$ cat config.mk
export PLATFORM = sky130hd
export DESIGN_NAME = bbdec_top
export DESIGN_NICKNAME = d
export VERILOG_FILES = /design/src/hdl/bbdec_pkg.sv /design/src/hdl/bbdec_len.sv /design/src/hdl/bbdec_top.sv
export VERILOG_INCLUDE_DIRS = /design/src /design/src/hdl
export SDC_FILE = /design/constraint.sdc
export NUM_CORES = 1
export LEC_CHECK = 0
export ABC_AREA = 1
export CORE_MARGIN = 3
export CORE_UTILIZATION = 30
export DETAILED_ROUTE_END_ITERATION = 10
export DONT_BUFFER_PORTS = 1
export SYNTH_ARGS = -nofsm -noshare
export SYNTH_HDL_FRONTEND = slang
export SYNTH_SLANG_ARGS = --single-unit
$ cat constraint.sdc
create_clock -name clk -period 3.05 [get_ports clk]
set_input_delay 0.61 -clock clk [delete_from_list [all_inputs] [get_ports clk]]
set_output_delay 0.61 -clock clk [all_outputs]
set_load 0.005 [all_outputs]
$ cat src/hdl/bbdec_defs.svh
// Opcode patterns, field positions and length constants for the opcode decoder
`ifndef BBDEC_DEFS_SVH
`define BBDEC_DEFS_SVH
`define BBDEC_W_BIT 0
`define BBDEC_D_BIT 1
`define BBDEC_S_BIT 1
`define BBDEC_V_BIT 1
`define BBDEC_MOD_HI 7
`define BBDEC_MOD_LO 6
`define BBDEC_REG_HI 5
`define BBDEC_REG_LO 3
`define BBDEC_RM_HI 2
`define BBDEC_RM_LO 0
`define BBDEC_BYTE_ASCII_ADJ 8'h37
`define BBDEC_BYTE_DEC_ADJ 8'h27
`define BBDEC_BYTE_FLAGS_TO_HI 8'h9f
`define BBDEC_BYTE_HI_TO_FLAGS 8'h9e
`define BBDEC_BYTE_TABLE_LOOKUP 8'hd7
`define BBDEC_BYTE_WIDEN_BYTE 8'h98
`define BBDEC_BYTE_WIDEN_WORD 8'h99
`define BBDEC_LEN_MAX 4'h6
`endif

$ cat src/hdl/bbdec_pkg.sv
// Types shared by the opcode decoder files
package bbdec_pkg;
  typedef enum logic [4:0] {
    BBDEC_OP_NONE = 5'h00,
    BBDEC_OP_SWAP = 5'h01,
    BBDEC_OP_AND = 5'h02,
    BBDEC_OP_ADC = 5'h03,
    BBDEC_OP_SUB = 5'h04,
    BBDEC_OP_INC = 5'h05,
    BBDEC_OP_TEST = 5'h06,
    BBDEC_OP_MULU = 5'h07,
    BBDEC_OP_MULS = 5'h08,
    BBDEC_OP_DIVU = 5'h09,
    BBDEC_OP_DIVS = 5'h0a,
    BBDEC_OP_F2AH = 5'h0b,
    BBDEC_OP_AH2F = 5'h0c,
    BBDEC_OP_XLT = 5'h0d,
    BBDEC_OP_SXB = 5'h0e,
    BBDEC_OP_SXW = 5'h0f,
    BBDEC_OP_PIN = 5'h10,
    BBDEC_OP_SLD = 5'h11,
    BBDEC_OP_SST = 5'h12,
    BBDEC_OP_AAJ = 5'h13,
    BBDEC_OP_DAJ = 5'h14,
    BBDEC_OP_SHR = 5'h15
  } bbdec_op_t;
  typedef enum logic [1:0] {
    BBDEC_ST_OPC = 2'b00,
    BBDEC_ST_MRM = 2'b01,
    BBDEC_ST_TAIL = 2'b10
  } bbdec_state_t;
endpackage

$ cat src/hdl/bbdec_len.sv
// Addressing-byte displacement length helper
`timescale 1ns/1ns
`default_nettype none
module bbdec_len (
  input wire logic [1:0] mode,
  input wire logic [2:0] rm,
  output logic [1:0] disp_len
);
  // mode 00 with rm 110 is a direct 16-bit address
  always_comb
  begin
    case (mode)
      2'b00: disp_len = (rm == 3'b110) ? 2'd2 : 2'd0;
      2'b01: disp_len = 2'd1;
      2'b10: disp_len = 2'd2;
      default: disp_len = 2'd0;
    endcase
  end
endmodule
`default_nettype wire

$ cat src/hdl/bbdec_top.sv
// Opcode decoder: collects instruction bytes and reports operation and fields
// What this block does
// - Decode register and accumulator swap forms
// - Decode AND immediate to accumulator
// - Decode add-with-carry immediate, s:w 01 extra
// - Decode subtract immediate, s:w 01 extra
// - Decode increment, memory and register forms
// - Flag-only AND writes no result
// - Multiply unsigned or signed
// - Divide unsigned or signed
// - Flags copied into accumulator high byte
// - Accumulator high byte written to flags
// - Low byte replaced from table
// - Byte and word sign widening
// - Port read fixed or variable
// - String load and store via accumulator
// - Decode ascii and decimal add adjust
// - Width bit selects word or byte
// - Direction bit selects register as destination
// - s:w 11 sign-extends one byte
// - Count bit selects one or count register
`timescale 1ns/1ns
`default_nettype none
`include "bbdec_defs.svh"
module bbdec_top (
  input wire logic clk,
  input wire logic rst,
  input wire logic byte_valid,
  output logic byte_ready,
  input wire logic [7:0] byte_data,
  output logic dec_valid,
  input wire logic dec_ready,
  output bbdec_pkg::bbdec_op_t dec_op,
  output logic dec_word,
  output logic dec_reg_dest,
  output logic dec_wb,
  output logic dec_flags_wr,
  output logic dec_signed,
  output logic dec_imm_sext,
  output logic dec_imm_valid,
  output logic [15:0] dec_imm,
  output logic [15:0] dec_disp,
  output logic dec_port_var,
  output logic dec_count_reg,
  output logic [1:0] dec_mode,
  output logic [2:0] dec_reg,
  output logic [2:0] dec_rm,
  output logic [3:0] dec_len
);
  import bbdec_pkg::*;

  bbdec_state_t state_q;
  logic [7:0] opc_q;
  logic [7:0] mrm_q;
  logic [2:0] need_q;
  logic [2:0] got_q;
  logic [1:0] dlen_q;
  logic [7:0] tail_q [0:3];
  logic done_q;
  logic [1:0] disp_len;
  logic take;

  // Opcode-level classification
  logic has_mrm;
  logic [1:0] imm_len;
  bbdec_op_t op_c;
  logic w_c;
  logic d_c;
  logic sext_c;
  logic port_var_c;
  logic cnt_c;

  // Holding the byte until the result is taken gives back-pressure to fetch
  assign take = byte_valid && byte_ready;
  assign byte_ready = !done_q;
  assign dec_valid = done_q;

  bbdec_len u_len (
    .mode(byte_data[`BBDEC_MOD_HI:`BBDEC_MOD_LO]),
    .rm(byte_data[`BBDEC_RM_HI:`BBDEC_RM_LO]),
    .disp_len(disp_len)
  );

  // Classification; live input only until a result is held, so idle bus data cannot disturb it
  always_comb
  begin
    logic [7:0] o;
    logic [2:0] mid;
    o = (state_q == BBDEC_ST_OPC && !done_q) ? byte_data : opc_q;
    mid = (state_q == BBDEC_ST_MRM && !done_q) ? byte_data[`BBDEC_REG_HI:`BBDEC_REG_LO]
                                                : mrm_q[`BBDEC_REG_HI:`BBDEC_REG_LO];
    has_mrm = 1'b0;
    imm_len = 2'd0;
    op_c = BBDEC_OP_NONE;
    w_c = o[`BBDEC_W_BIT];
    d_c = o[`BBDEC_D_BIT];
    sext_c = 1'b0;
    port_var_c = 1'b0;
    cnt_c = 1'b0;
    if (o[7:1] == 7'b1000011)
    begin
      op_c = BBDEC_OP_SWAP;
      has_mrm = 1'b1;
      d_c = 1'b1;
    end
    else if (o[7:3] == 5'b10010)
    begin
      op_c = BBDEC_OP_SWAP;
      w_c = 1'b1;
    end
    else if (o[7:1] == 7'b0010010)
      begin
        op_c = BBDEC_OP_AND;
        imm_len = w_c ? 2'd2 : 2'd1;
      end
    else if (o[7:1] == 7'b0001010)
    begin
      op_c = BBDEC_OP_ADC;
      imm_len = w_c ? 2'd2 : 2'd1;
    end
    else if (o[7:1] == 7'b0010110)
    begin
      op_c = BBDEC_OP_SUB;
      imm_len = w_c ? 2'd2 : 2'd1;
    end
    else if (o[7:2] == 6'b100000)
    begin
      has_mrm = 1'b1;
      // second byte only for s:w 01
      imm_len = (o[1:0] == 2'b01) ? 2'd2 : 2'd1;
      sext_c = (o[1:0] == 2'b11);
      d_c = 1'b0;
      case (mid)
        3'b010: op_c = BBDEC_OP_ADC;
        3'b101: op_c = BBDEC_OP_SUB;
        3'b100: op_c = BBDEC_OP_AND;
        default: op_c = BBDEC_OP_NONE;
      endcase
    end
    else if (o[7:1] == 7'b1111111)
    begin
      has_mrm = 1'b1;
      op_c = (mid == 3'b000) ? BBDEC_OP_INC : BBDEC_OP_NONE;
    end
    else if (o[7:3] == 5'b01000)
    begin
      op_c = BBDEC_OP_INC;
      w_c = 1'b1;
    end
    else if (o[7:1] == 7'b1000010)
    begin
      op_c = BBDEC_OP_TEST;
      has_mrm = 1'b1;
    end
    else if (o[7:1] == 7'b1010100)
    begin
      op_c = BBDEC_OP_TEST;
      imm_len = w_c ? 2'd2 : 2'd1;
    end
    else if (o[7:1] == 7'b1111011)
    begin
      has_mrm = 1'b1;
      case (mid)
        3'b000:
        begin
          op_c = BBDEC_OP_TEST;
          imm_len = w_c ? 2'd2 : 2'd1;
        end
        3'b100: op_c = BBDEC_OP_MULU;
        3'b101: op_c = BBDEC_OP_MULS;
        3'b110: op_c = BBDEC_OP_DIVU;
        3'b111: op_c = BBDEC_OP_DIVS;
        default: op_c = BBDEC_OP_NONE;
      endcase
    end
    // count bit for shifts and rotates
    else if (o[7:2] == 6'b110100)
    begin
      op_c = BBDEC_OP_SHR;
      has_mrm = 1'b1;
      cnt_c = o[`BBDEC_V_BIT];
    end
    else if ({o[7:4], o[2:1]} == 6'b111010)
    begin
      op_c = BBDEC_OP_PIN;
      port_var_c = o[3];
      imm_len = o[3] ? 2'd0 : 2'd1;
    end
    else if (o[7:1] == 7'b1010110)
      op_c = BBDEC_OP_SLD;
    else if (o[7:1] == 7'b1010101)
      op_c = BBDEC_OP_SST;
    else
    begin
      case (o)
        `BBDEC_BYTE_FLAGS_TO_HI: op_c = BBDEC_OP_F2AH;
        `BBDEC_BYTE_HI_TO_FLAGS: op_c = BBDEC_OP_AH2F;
        `BBDEC_BYTE_TABLE_LOOKUP: op_c = BBDEC_OP_XLT;
        `BBDEC_BYTE_WIDEN_BYTE: op_c = BBDEC_OP_SXB;
        `BBDEC_BYTE_WIDEN_WORD: op_c = BBDEC_OP_SXW;
        `BBDEC_BYTE_ASCII_ADJ: op_c = BBDEC_OP_AAJ;
        `BBDEC_BYTE_DEC_ADJ: op_c = BBDEC_OP_DAJ;
        default: op_c = BBDEC_OP_NONE;
      endcase
      w_c = (op_c == BBDEC_OP_SXB || op_c == BBDEC_OP_SXW) ? 1'b1 : w_c;
    end
  end

  // Byte collection sequence
  always_ff @(posedge clk or posedge rst)
  begin
    if (rst)
    begin
      state_q <= BBDEC_ST_OPC;
      opc_q <= 8'h00;
      mrm_q <= 8'h00;
      need_q <= 3'd0;
      got_q <= 3'd0;
      dlen_q <= 2'd0;
      done_q <= 1'b0;
    end
    else if (done_q)
    begin
      if (dec_ready)
      begin
        done_q <= 1'b0;
        state_q <= BBDEC_ST_OPC;
      end
    end
    else if (take)
    begin
      case (state_q)
        BBDEC_ST_OPC:
        begin
          opc_q <= byte_data;
          mrm_q <= 8'h00;
          dlen_q <= 2'd0;
          got_q <= 3'd0;
          need_q <= {1'b0, imm_len};
          if (has_mrm)
            state_q <= BBDEC_ST_MRM;
          else if (imm_len != 2'd0)
            state_q <= BBDEC_ST_TAIL;
          else
            done_q <= 1'b1;
        end
        BBDEC_ST_MRM:
        begin
          mrm_q <= byte_data;
          dlen_q <= disp_len;
          need_q <= {1'b0, disp_len} + {1'b0, imm_len};
          if (({1'b0, disp_len} + {1'b0, imm_len}) == 3'd0)
            done_q <= 1'b1;
          else
            state_q <= BBDEC_ST_TAIL;
        end
        BBDEC_ST_TAIL:
        begin
          got_q <= got_q + 3'd1;
          if (got_q + 3'd1 == need_q)
            done_q <= 1'b1;
        end
        default: state_q <= BBDEC_ST_OPC;
      endcase
    end
  end

  // Displacement and immediate bytes, stored in arrival order
  always_ff @(posedge clk or posedge rst)
  begin
    if (rst)
    begin
      for (int i = 0; i < 4; i++)
        tail_q[i] <= 8'h00;
    end
    else if (take && state_q == BBDEC_ST_TAIL)
      tail_q[got_q[1:0]] <= byte_data;
  end

  // Result fields; operands split by stored displacement length
  always_comb
  begin
    logic [7:0] i0;
    logic [7:0] i1;
    i0 = tail_q[dlen_q];
    i1 = tail_q[2'(dlen_q + 2'd1)];
    dec_op = op_c;
    dec_word = w_c;
    dec_reg_dest = d_c;
    // no writeback for flag-only AND, high byte to flags
    dec_wb = !(op_c == BBDEC_OP_TEST || op_c == BBDEC_OP_AH2F || op_c == BBDEC_OP_NONE);
    dec_flags_wr = !(op_c == BBDEC_OP_F2AH || op_c == BBDEC_OP_XLT || op_c == BBDEC_OP_SXB ||
                     op_c == BBDEC_OP_SXW || op_c == BBDEC_OP_PIN || op_c == BBDEC_OP_SLD ||
                     op_c == BBDEC_OP_SST || op_c == BBDEC_OP_SWAP || op_c == BBDEC_OP_NONE);
    dec_signed = (op_c == BBDEC_OP_MULS || op_c == BBDEC_OP_DIVS);
    dec_imm_sext = sext_c;
    dec_imm_valid = (need_q != {1'b0, dlen_q});
    if (need_q - {1'b0, dlen_q} == 3'd2)
      dec_imm = {i1, i0};
    else if (sext_c)
      dec_imm = {{8{i0[7]}}, i0};
    else
      dec_imm = {8'h00, i0};
    case (dlen_q)
      2'd1: dec_disp = {{8{tail_q[0][7]}}, tail_q[0]};
      2'd2: dec_disp = {tail_q[1], tail_q[0]};
      default: dec_disp = 16'h0000;
    endcase
    dec_port_var = port_var_c;
    dec_count_reg = cnt_c;
    dec_mode = mrm_q[`BBDEC_MOD_HI:`BBDEC_MOD_LO];
    dec_reg = (op_c == BBDEC_OP_INC && !has_mrm) || (op_c == BBDEC_OP_SWAP && !has_mrm)
              ? opc_q[2:0] : mrm_q[`BBDEC_REG_HI:`BBDEC_REG_LO];
    dec_rm = mrm_q[`BBDEC_RM_HI:`BBDEC_RM_LO];
    dec_len = 4'd1 + {3'd0, has_mrm} + {1'b0, need_q};
  end
endmodule
`default_nettype wire

==> results of run 1 <==
synth_stat cells, types with 3 or more instances:
library cell  count
nand2_1         184
nor2_1           98
o21ai_0          86
inv_1            64
dfrtp_1          59
nand3_1          33
nand2_2          17
o22ai_1          16
clkbuf_1         15
a21oi_1          12
ha_1             11
inv_2            10
o32ai_1           9
nand4_1           8
nor2_2            8
nor3_1            8
buf_4             5
nand3_2           5
buf_6             4
nand3b_1          3
nor4_1            3
repair_timing:
action / CTS / global route
endpoints found under the hold margin: 0 / 0
pin swaps: 36 / 15
setup endpoints to repair: 20 / 23
gates cloned: 1 / 0
setup buffers: 26 / 7
gates resized for setup: 87 / 63
logic make-up (layout without fill, tap and decap cells):
group                      after synthesis  after routing
buffers and inverters                  103            183
AOI/OAI and AO/OA                      129            129
xor gates and xnor gates                 4              4
DFF                                     59             59
and+or+nand+nor                        374            375
adders and majority gates               12             12
per-stage QoR:
step,power (mW),worst slack (ns),instance area [um2],cells
after floorplan,3.38,0.0808,4460,681
after global placement,4.36,-0.0667,4990,892
after detailed placement,4.36,-0.114,4990,892
after CTS,6.00,-0.153,5770,935
after global routing,6.98,-0.343,6080,942
final,6.50,-0.211,6080,942
sequential cells by signal (all words and copies together), names as in the netlist:
register   count
dlen_q         2
got_q          3
state_q        2
tail_q        32
mrm_q          8
dec_valid      1
opc_q          8
need_q         3
worst register-to-register path, delay by kind of cell (launching register included):
family | cells | cell delay, ns
AND/OR/NAND/NOR | 17 | 1.59
flip-flops | 1 | 0.40
buffers and inverters | 5 | 0.50
adder cells (fa/ha/maj) | 2 | 0.62
cell type report:
class / count / area, um2
tap: 180 / 225
timing repair buffer: 91 / 761
sequential: 59 / 1480
clock inverter: 2 / 10.0
fill: 1416 / 8120
multi-input combinational: 520 / 3050
inverter: 76 / 295
clock buffer: 14 / 264
path summary, 6_finish.rpt:
kind / depth (start not counted) / slack [ns] / from / to
worst min-delay path: 1 / 0.28 / rst / tail_q[28]
worst min register to register: 2 / 0.51 / got_q[2] / got_q[2]
max in group asynchronous: 2 / 2.07 / rst / tail_q[8]
min in group clk: 1 / 0.39 / byte_data[7] / dlen_q[0]
worst max register to register: 24 / -0.14 / state_q[0] / state_q[0]
worst max-delay path: 22 / -0.21 / state_q[0] / dec_signed
layer usage:
layer | wire length [um] | global-route usage [%] | vias to the layer above
li1 | - | - | 2361
met1 | 6900 | 25.4 | 2318
met2 | 7210 | 29.2 | 160
met3 | 972 | 3.67 | 31
met4 | 536 | 7.24 | 0
met5 | 0 | 0 | -
where the power goes:
part	leakage, nW	internal, mW	switching, mW
clock network	0.137	0.591	0.338
logic	2.15	1.67	2.48
registers	0.770	1.09	0.323
==> flow_summary.json, run 1 <==
{
  "status": "complete, but fails checks",
  "violations": "negative setup slack",
  "via_count": 4870,
  "final_nets": 781,
  "drt-total-wl_mm": 15.6,
  "synth-edff-count": 0,
  "root_buffer": "clkbuf_16",
  "gp_congestion": 0.894,
  "final_hold_viol_count": 0,
  "grt_max_degree": 35,
  "cp_slowest_cell": "dfrtp_1",
  "clkLatencyLatePin_ns": 0.33,
  "post-route-worst-setup-slack_ns": -0.211,
  "power_density_nw_per_um2": 1070,
  "synth_mux_area_share_pct": 0,
  "setup_viol": 11,
  "whs_ns": 0.278,
  "async_flop_share_pct": 100,
  "fp.dieH_um": 128,
  "syn_to_final_growth_pct": 36.5,
  "yosysTopAreaCell": "dfrtp_1",
  "post-route-min-period_ns": 3.26,
  "antenna_found_initial": 0,
  "grt_pass1_vias": 4732,
  "fp-row-count": 43,
  "ant_nets": 0,
  "worst-path-buf-inv": 4,
  "max_freq_ghz": 0.307,
  "ys.flop_type": "dfrtp_1",
  "initial_utilization_pct": 31.4,
  "synth_area_per_cell_um2": 6.54,
  "ir_drop_uv": 349,
  "finalCoreUtilization_pct": 42.8,
  "clock_skew_ns": 0.00565,
  "drcViolationCount": 0,
  "synth_compound_area_share_pct": 16.0,
  "grt_pass1_wl_mm": 24.6,
  "overflow": 0,
  "tightest_slew_ns": 0.784,
  "worstSetupStartpointType": "flip-flop",
  "setup-tns-final_ns": -1.35,
  "drv_slew": 0,
  "drtIter0Drc": 488,
  "rsz0062_at_grt": "yes",
  "cts_tree": "built",
  "finalCritPeriodShare_pct": 107,
  "yosysSeqAreaShare_pct": 33.1,
  "synth_fa_ha_area_share_pct": 3.54,
  "grt_usage_pct": 18.6,
  "cp-end-kind": "primary output",
  "p_leak_nw": 3.06,
  "synth_top_family_by_area": "simple AND/OR/NAND/NOR gates",
  "hold_buffers": 0,
  "mostFrequentLayoutCell": "nand2_1",
  "synth_nets": 705,
  "cts_buffers": 9,
  "cts_buffer_depth": 2,
  "drive_gt1_share_pct": 30.7,
  "coreArea_um2": 14200,
  "die-area_um2": 16300,
  "clock-sinks": 59,
  "cts.clk_slew.worst_paths_ns": 0.05,
  "critPathMaxFanout": 7,
  "wl_per_cell_um": 16.6,
  "final_cell_mix": "nand2_1, o21ai_0, nor2_1",
  "antennaDiodeCount": 0,
  "io_pins": 72,
  "drt_first_pass_iters": 6,
  "avgViaCountPerCell": 5.17,
  "arrival_ns": 2.65,
  "dp_hpwl_mm": 10.9,
  "ys_types": 36,
  "maxCapViolCount": 0,
  "yosysWarnings": 0,
  "syn_inst": 681,
  "synth_top_area_share_pct": 33.1,
  "crit_chain": "nor2_4 -> buf_6 -> nand2_8 -> buf_6 -> nand2_4 -> nand2_4 -> nand2_4 -> nor2_4 -> buf_6 -> nand2_4 -> nand2_4 -> nor2_4 -> nand2_2 -> nand2_1 -> nand2_1 -> nand2_1 -> nand2_1 -> nand2_1 -> nand2_2 -> nor2_4 -> inv_2 -> nor2_2",
  "synth-xor-area-share_pct": 0.786,
  "netlist_area_um2": 4460,
  "ys_ff_latch": 59,
  "holdCritPathClass": "input port to asynchronous set/reset pin",
  "path_class": "flip-flop to primary output",
  "die_w_um": 128,
  "cp.required_ns": 2.44,
  "numPortBuffers": 0,
  "synth-simple-area-share_pct": 36.8,
  "max-slew-margin-rel_pct": 47.7,
  "cts.htree.levels": 3,
  "critical-path-max-stage-delay_ns": 0.40,
  "worst_path_dominant_cell_family": "simple AND/OR/NAND/NOR gates",
  "synth_area_leaders": "dfrtp_1, nand2_1, o21ai_0"
}
Note: power is estimated with default switching activity, not from simulation.
==> inputs of run 2 (changes only) <==
- CORE_ASPECT_RATIO: default -> 0.75
- clock period: 3.05 -> 3.1 ns (I/O delays scaled with it)
==> flow_summary.json, run 2 (same netlist as run 1, synthesis figures left out) <==
{
  "status": "complete, but fails checks",
  "violations": "negative setup slack",
  "overflow": 0,
  "ir_drop_uv": 365,
  "grt_pass1_vias": 4630,
  "clock-sinks": 59,
  "grt_usage_pct": 19.0,
  "cts.clk_slew.worst_paths_ns": 0.05,
  "worstSetupStartpointType": "flip-flop",
  "numPortBuffers": 0,
  "avgViaCountPerCell": 5.15,
  "cp-end-kind": "flip-flop",
  "io_pins": 72,
  "power_density_nw_per_um2": 1060,
  "crit_end": "state_q[0]",
  "largest_register_ffs": 32,
  "holdCritPathClass": "input port to asynchronous set/reset pin",
  "die-area_um2": 16400,
  "p_leak_nw": 3.12,
  "ant_nets": 0,
  "syn_to_final_growth_pct": 38.2,
  "mostFrequentLayoutCell": "nand2_1",
  "fp.dieH_um": 112,
  "drt_first_pass_iters": 7,
  "use_met3_pct": 5.17,
  "grt_util_met2_pct": 28.3,
  "post-route-min-period_ns": 3.34,
  "cp-startpoint": "state_q[0]",
  "clock_skew_ns": 0.0122,
  "dp_hpwl_mm": 11.1,
  "r2r.worst_path.cells": 21,
  "drt-total-wl_mm": 15.9,
  "drive_gt1_share_pct": 31.1,
  "drv_slew": 0,
  "path_depth": 21,
  "cts_buffers": 9,
  "top_regs": "tail_q (32), mrm_q (8), opc_q (8)",
  "final_cell_area_um2": 6160,
  "critical-path-max-stage-delay_ns": 0.51,
  "grt_max_degree": 34,
  "clkLatencyLatePin_ns": 0.33,
  "final_nets": 785,
  "setup_viol": 11,
  "initial_utilization_pct": 31.6,
  "cp_slowest_cell": "fa_1",
  "cts.htree.levels": 3,
  "die_w_um": 147,
  "max_freq_ghz": 0.300,
  "via_count": 4951,
  "cts_buffer_depth": 2,
  "root_buffer": "clkbuf_16",
  "tightest_slew_ns": 0.670,
  "wl_per_cell_um": 16.6,
  "crit_top_cell": "nand2_1",
  "rsz0062_at_grt": "yes",
  "path_class": "flip-flop to flip-flop",
  "largest_register": "tail_q",
  "gp_congestion": 0.936,
  "arrival_ns": 3.60,
  "drcViolationCount": 0,
  "coreArea_um2": 14100,
  "fp-row-count": 37,
  "r2r-end": "state_q[0]",
  "grtUsageMet1_pct": 28.1,
  "final_cell_mix": "nand2_1, o21ai_0, nor2_1",
  "r2r_slack_ns": -0.24,
  "post-route-worst-setup-slack_ns": -0.239,
  "drtIter0Drc": 450,
  "maxCapViolCount": 0,
  "grt_pass1_wl_mm": 25.2,
  "worst_path_dominant_cell_family": "simple AND/OR/NAND/NOR gates",
  "max-slew-margin-rel_pct": 55.1,
  "cts_tree": "built",
  "placed_area_um2": 5000,
  "finalCritPeriodShare_pct": 108,
  "crit_chain": "nor2_4 -> buf_6 -> buf_6 -> nand3_1 -> nand2_1 -> nand2_2 -> nor2_2 -> nand2_1 -> nand3_1 -> nand2_1 -> nand2_1 -> nand2_2 -> inv_1 -> ha_1 -> inv_1 -> fa_1 -> nand3b_1 -> or2_2 -> nand4_1 -> nand2_1 -> nand2_1",
  "whs_ns": 0.266,
  "final_hold_viol_count": 0,
  "antennaDiodeCount": 0,
  "r2r_start": "state_q[0]",
  "antenna_found_initial": 0,
  "cp.required_ns": 3.36,
  "worst-path-buf-inv": 4,
  "critPathMaxFanout": 5,
  "top_usage_layer": "met2"
}
run 2: changes by cell type in the layout (fill, tap and decap cells not counted), sizes merged:
cell    change
buf         +4
bufinv      +1
clkinv      -1
run 2: report_power, final:
group / internal (mW) / leakage (nW) / total, mW / switching [mW]
clock: 0.643 / 0.141 / 0.972 / 0.329
combinational: 1.69 / 2.21 / 4.14 / 2.45
sequential: 1.08 / 0.770 / 1.40 / 0.327
run 2: cell type report:
cell class,instances,area (um2)
clock buffer,14,254
tap,195,244
clock inverter,2,35.0
inverter,76,285
fill,1382,7960
multi-input combinational,520,3040
timing repair buffer,95,823
sequential,59,1480
run 2: worst min path at each step:
| stage | endpoint | slack (ns) | cells after the start |
|---|---|---|---|
| 5_1_grt | mrm_q[4] | 0.31 | 1 |
| 2_1_floorplan | tail_q[10] | 0.47 | 2 |
| 6_report | tail_q[14] | 0.27 | 1 |
| 3_3_place_gp | tail_q[8] | 0.49 | 2 |
| 3_5_place_dp | got_q[2] | 0.50 | 2 |
| 4_1_cts | need_q[2] | 0.28 | 1 |
run 2: through the flow:
| step | worst slack (ns) | setup TNS, ns | power (mW) | cells | util [%] |
|---|---|---|---|---|---|
| after global placement | -0.0105 | -0.0105 | 4.26 | 904 | 35.4 |
| after global routing | -0.467 | -4.86 | 6.99 | 961 | 43.6 |
| after floorplan | 0.126 | 0 | 3.33 | 681 | - |
| after CTS | -0.115 | -0.645 | 6.08 | 956 | 41.7 |
| after detailed placement | -0.0618 | -0.121 | 4.27 | 904 | 35.4 |
| final | -0.239 | -1.71 | 6.51 | 961 | 43.6 |
run 2: per-layer routing:
| metal | share of wire, % | up-vias |
|---|---|---|
| li1 | - | 2368 |
| met5 | 0 | - |
| met3 | 7.4 | 21 |
| met1 | 47 | 2381 |
| met4 | 1.2 | 0 |
| met2 | 45 | 181 |
run 2: worst reg2reg max path, cell delays in order, from the launching register on:
cell and delay [ns]:
dfrtp_1 0.40, nor2_4 0.23, buf_6 0.14, buf_6 0.10
nand3_1 0.07, nand2_1 0.17, nand2_2 0.17, nor2_2 0.18
nand2_1 0.12, nand3_1 0.11, nand2_1 0.07, nand2_1 0.07
nand2_2 0.05, inv_1 0.07, ha_1 0.14, inv_1 0.05
fa_1 0.51, nand3b_1 0.12, or2_2 0.29, nand4_1 0.11
nand2_1 0.06, nand2_1 0.06
run 2: timing repair:
action | in CTS | in global routing
buffers inserted | 35 | 5
setup endpoints to repair | 20 | 35
gates cloned | 2 | 0
pin swaps | 32 | 31
hold buffers | 0 | 0
gates resized for setup | 86 | 56
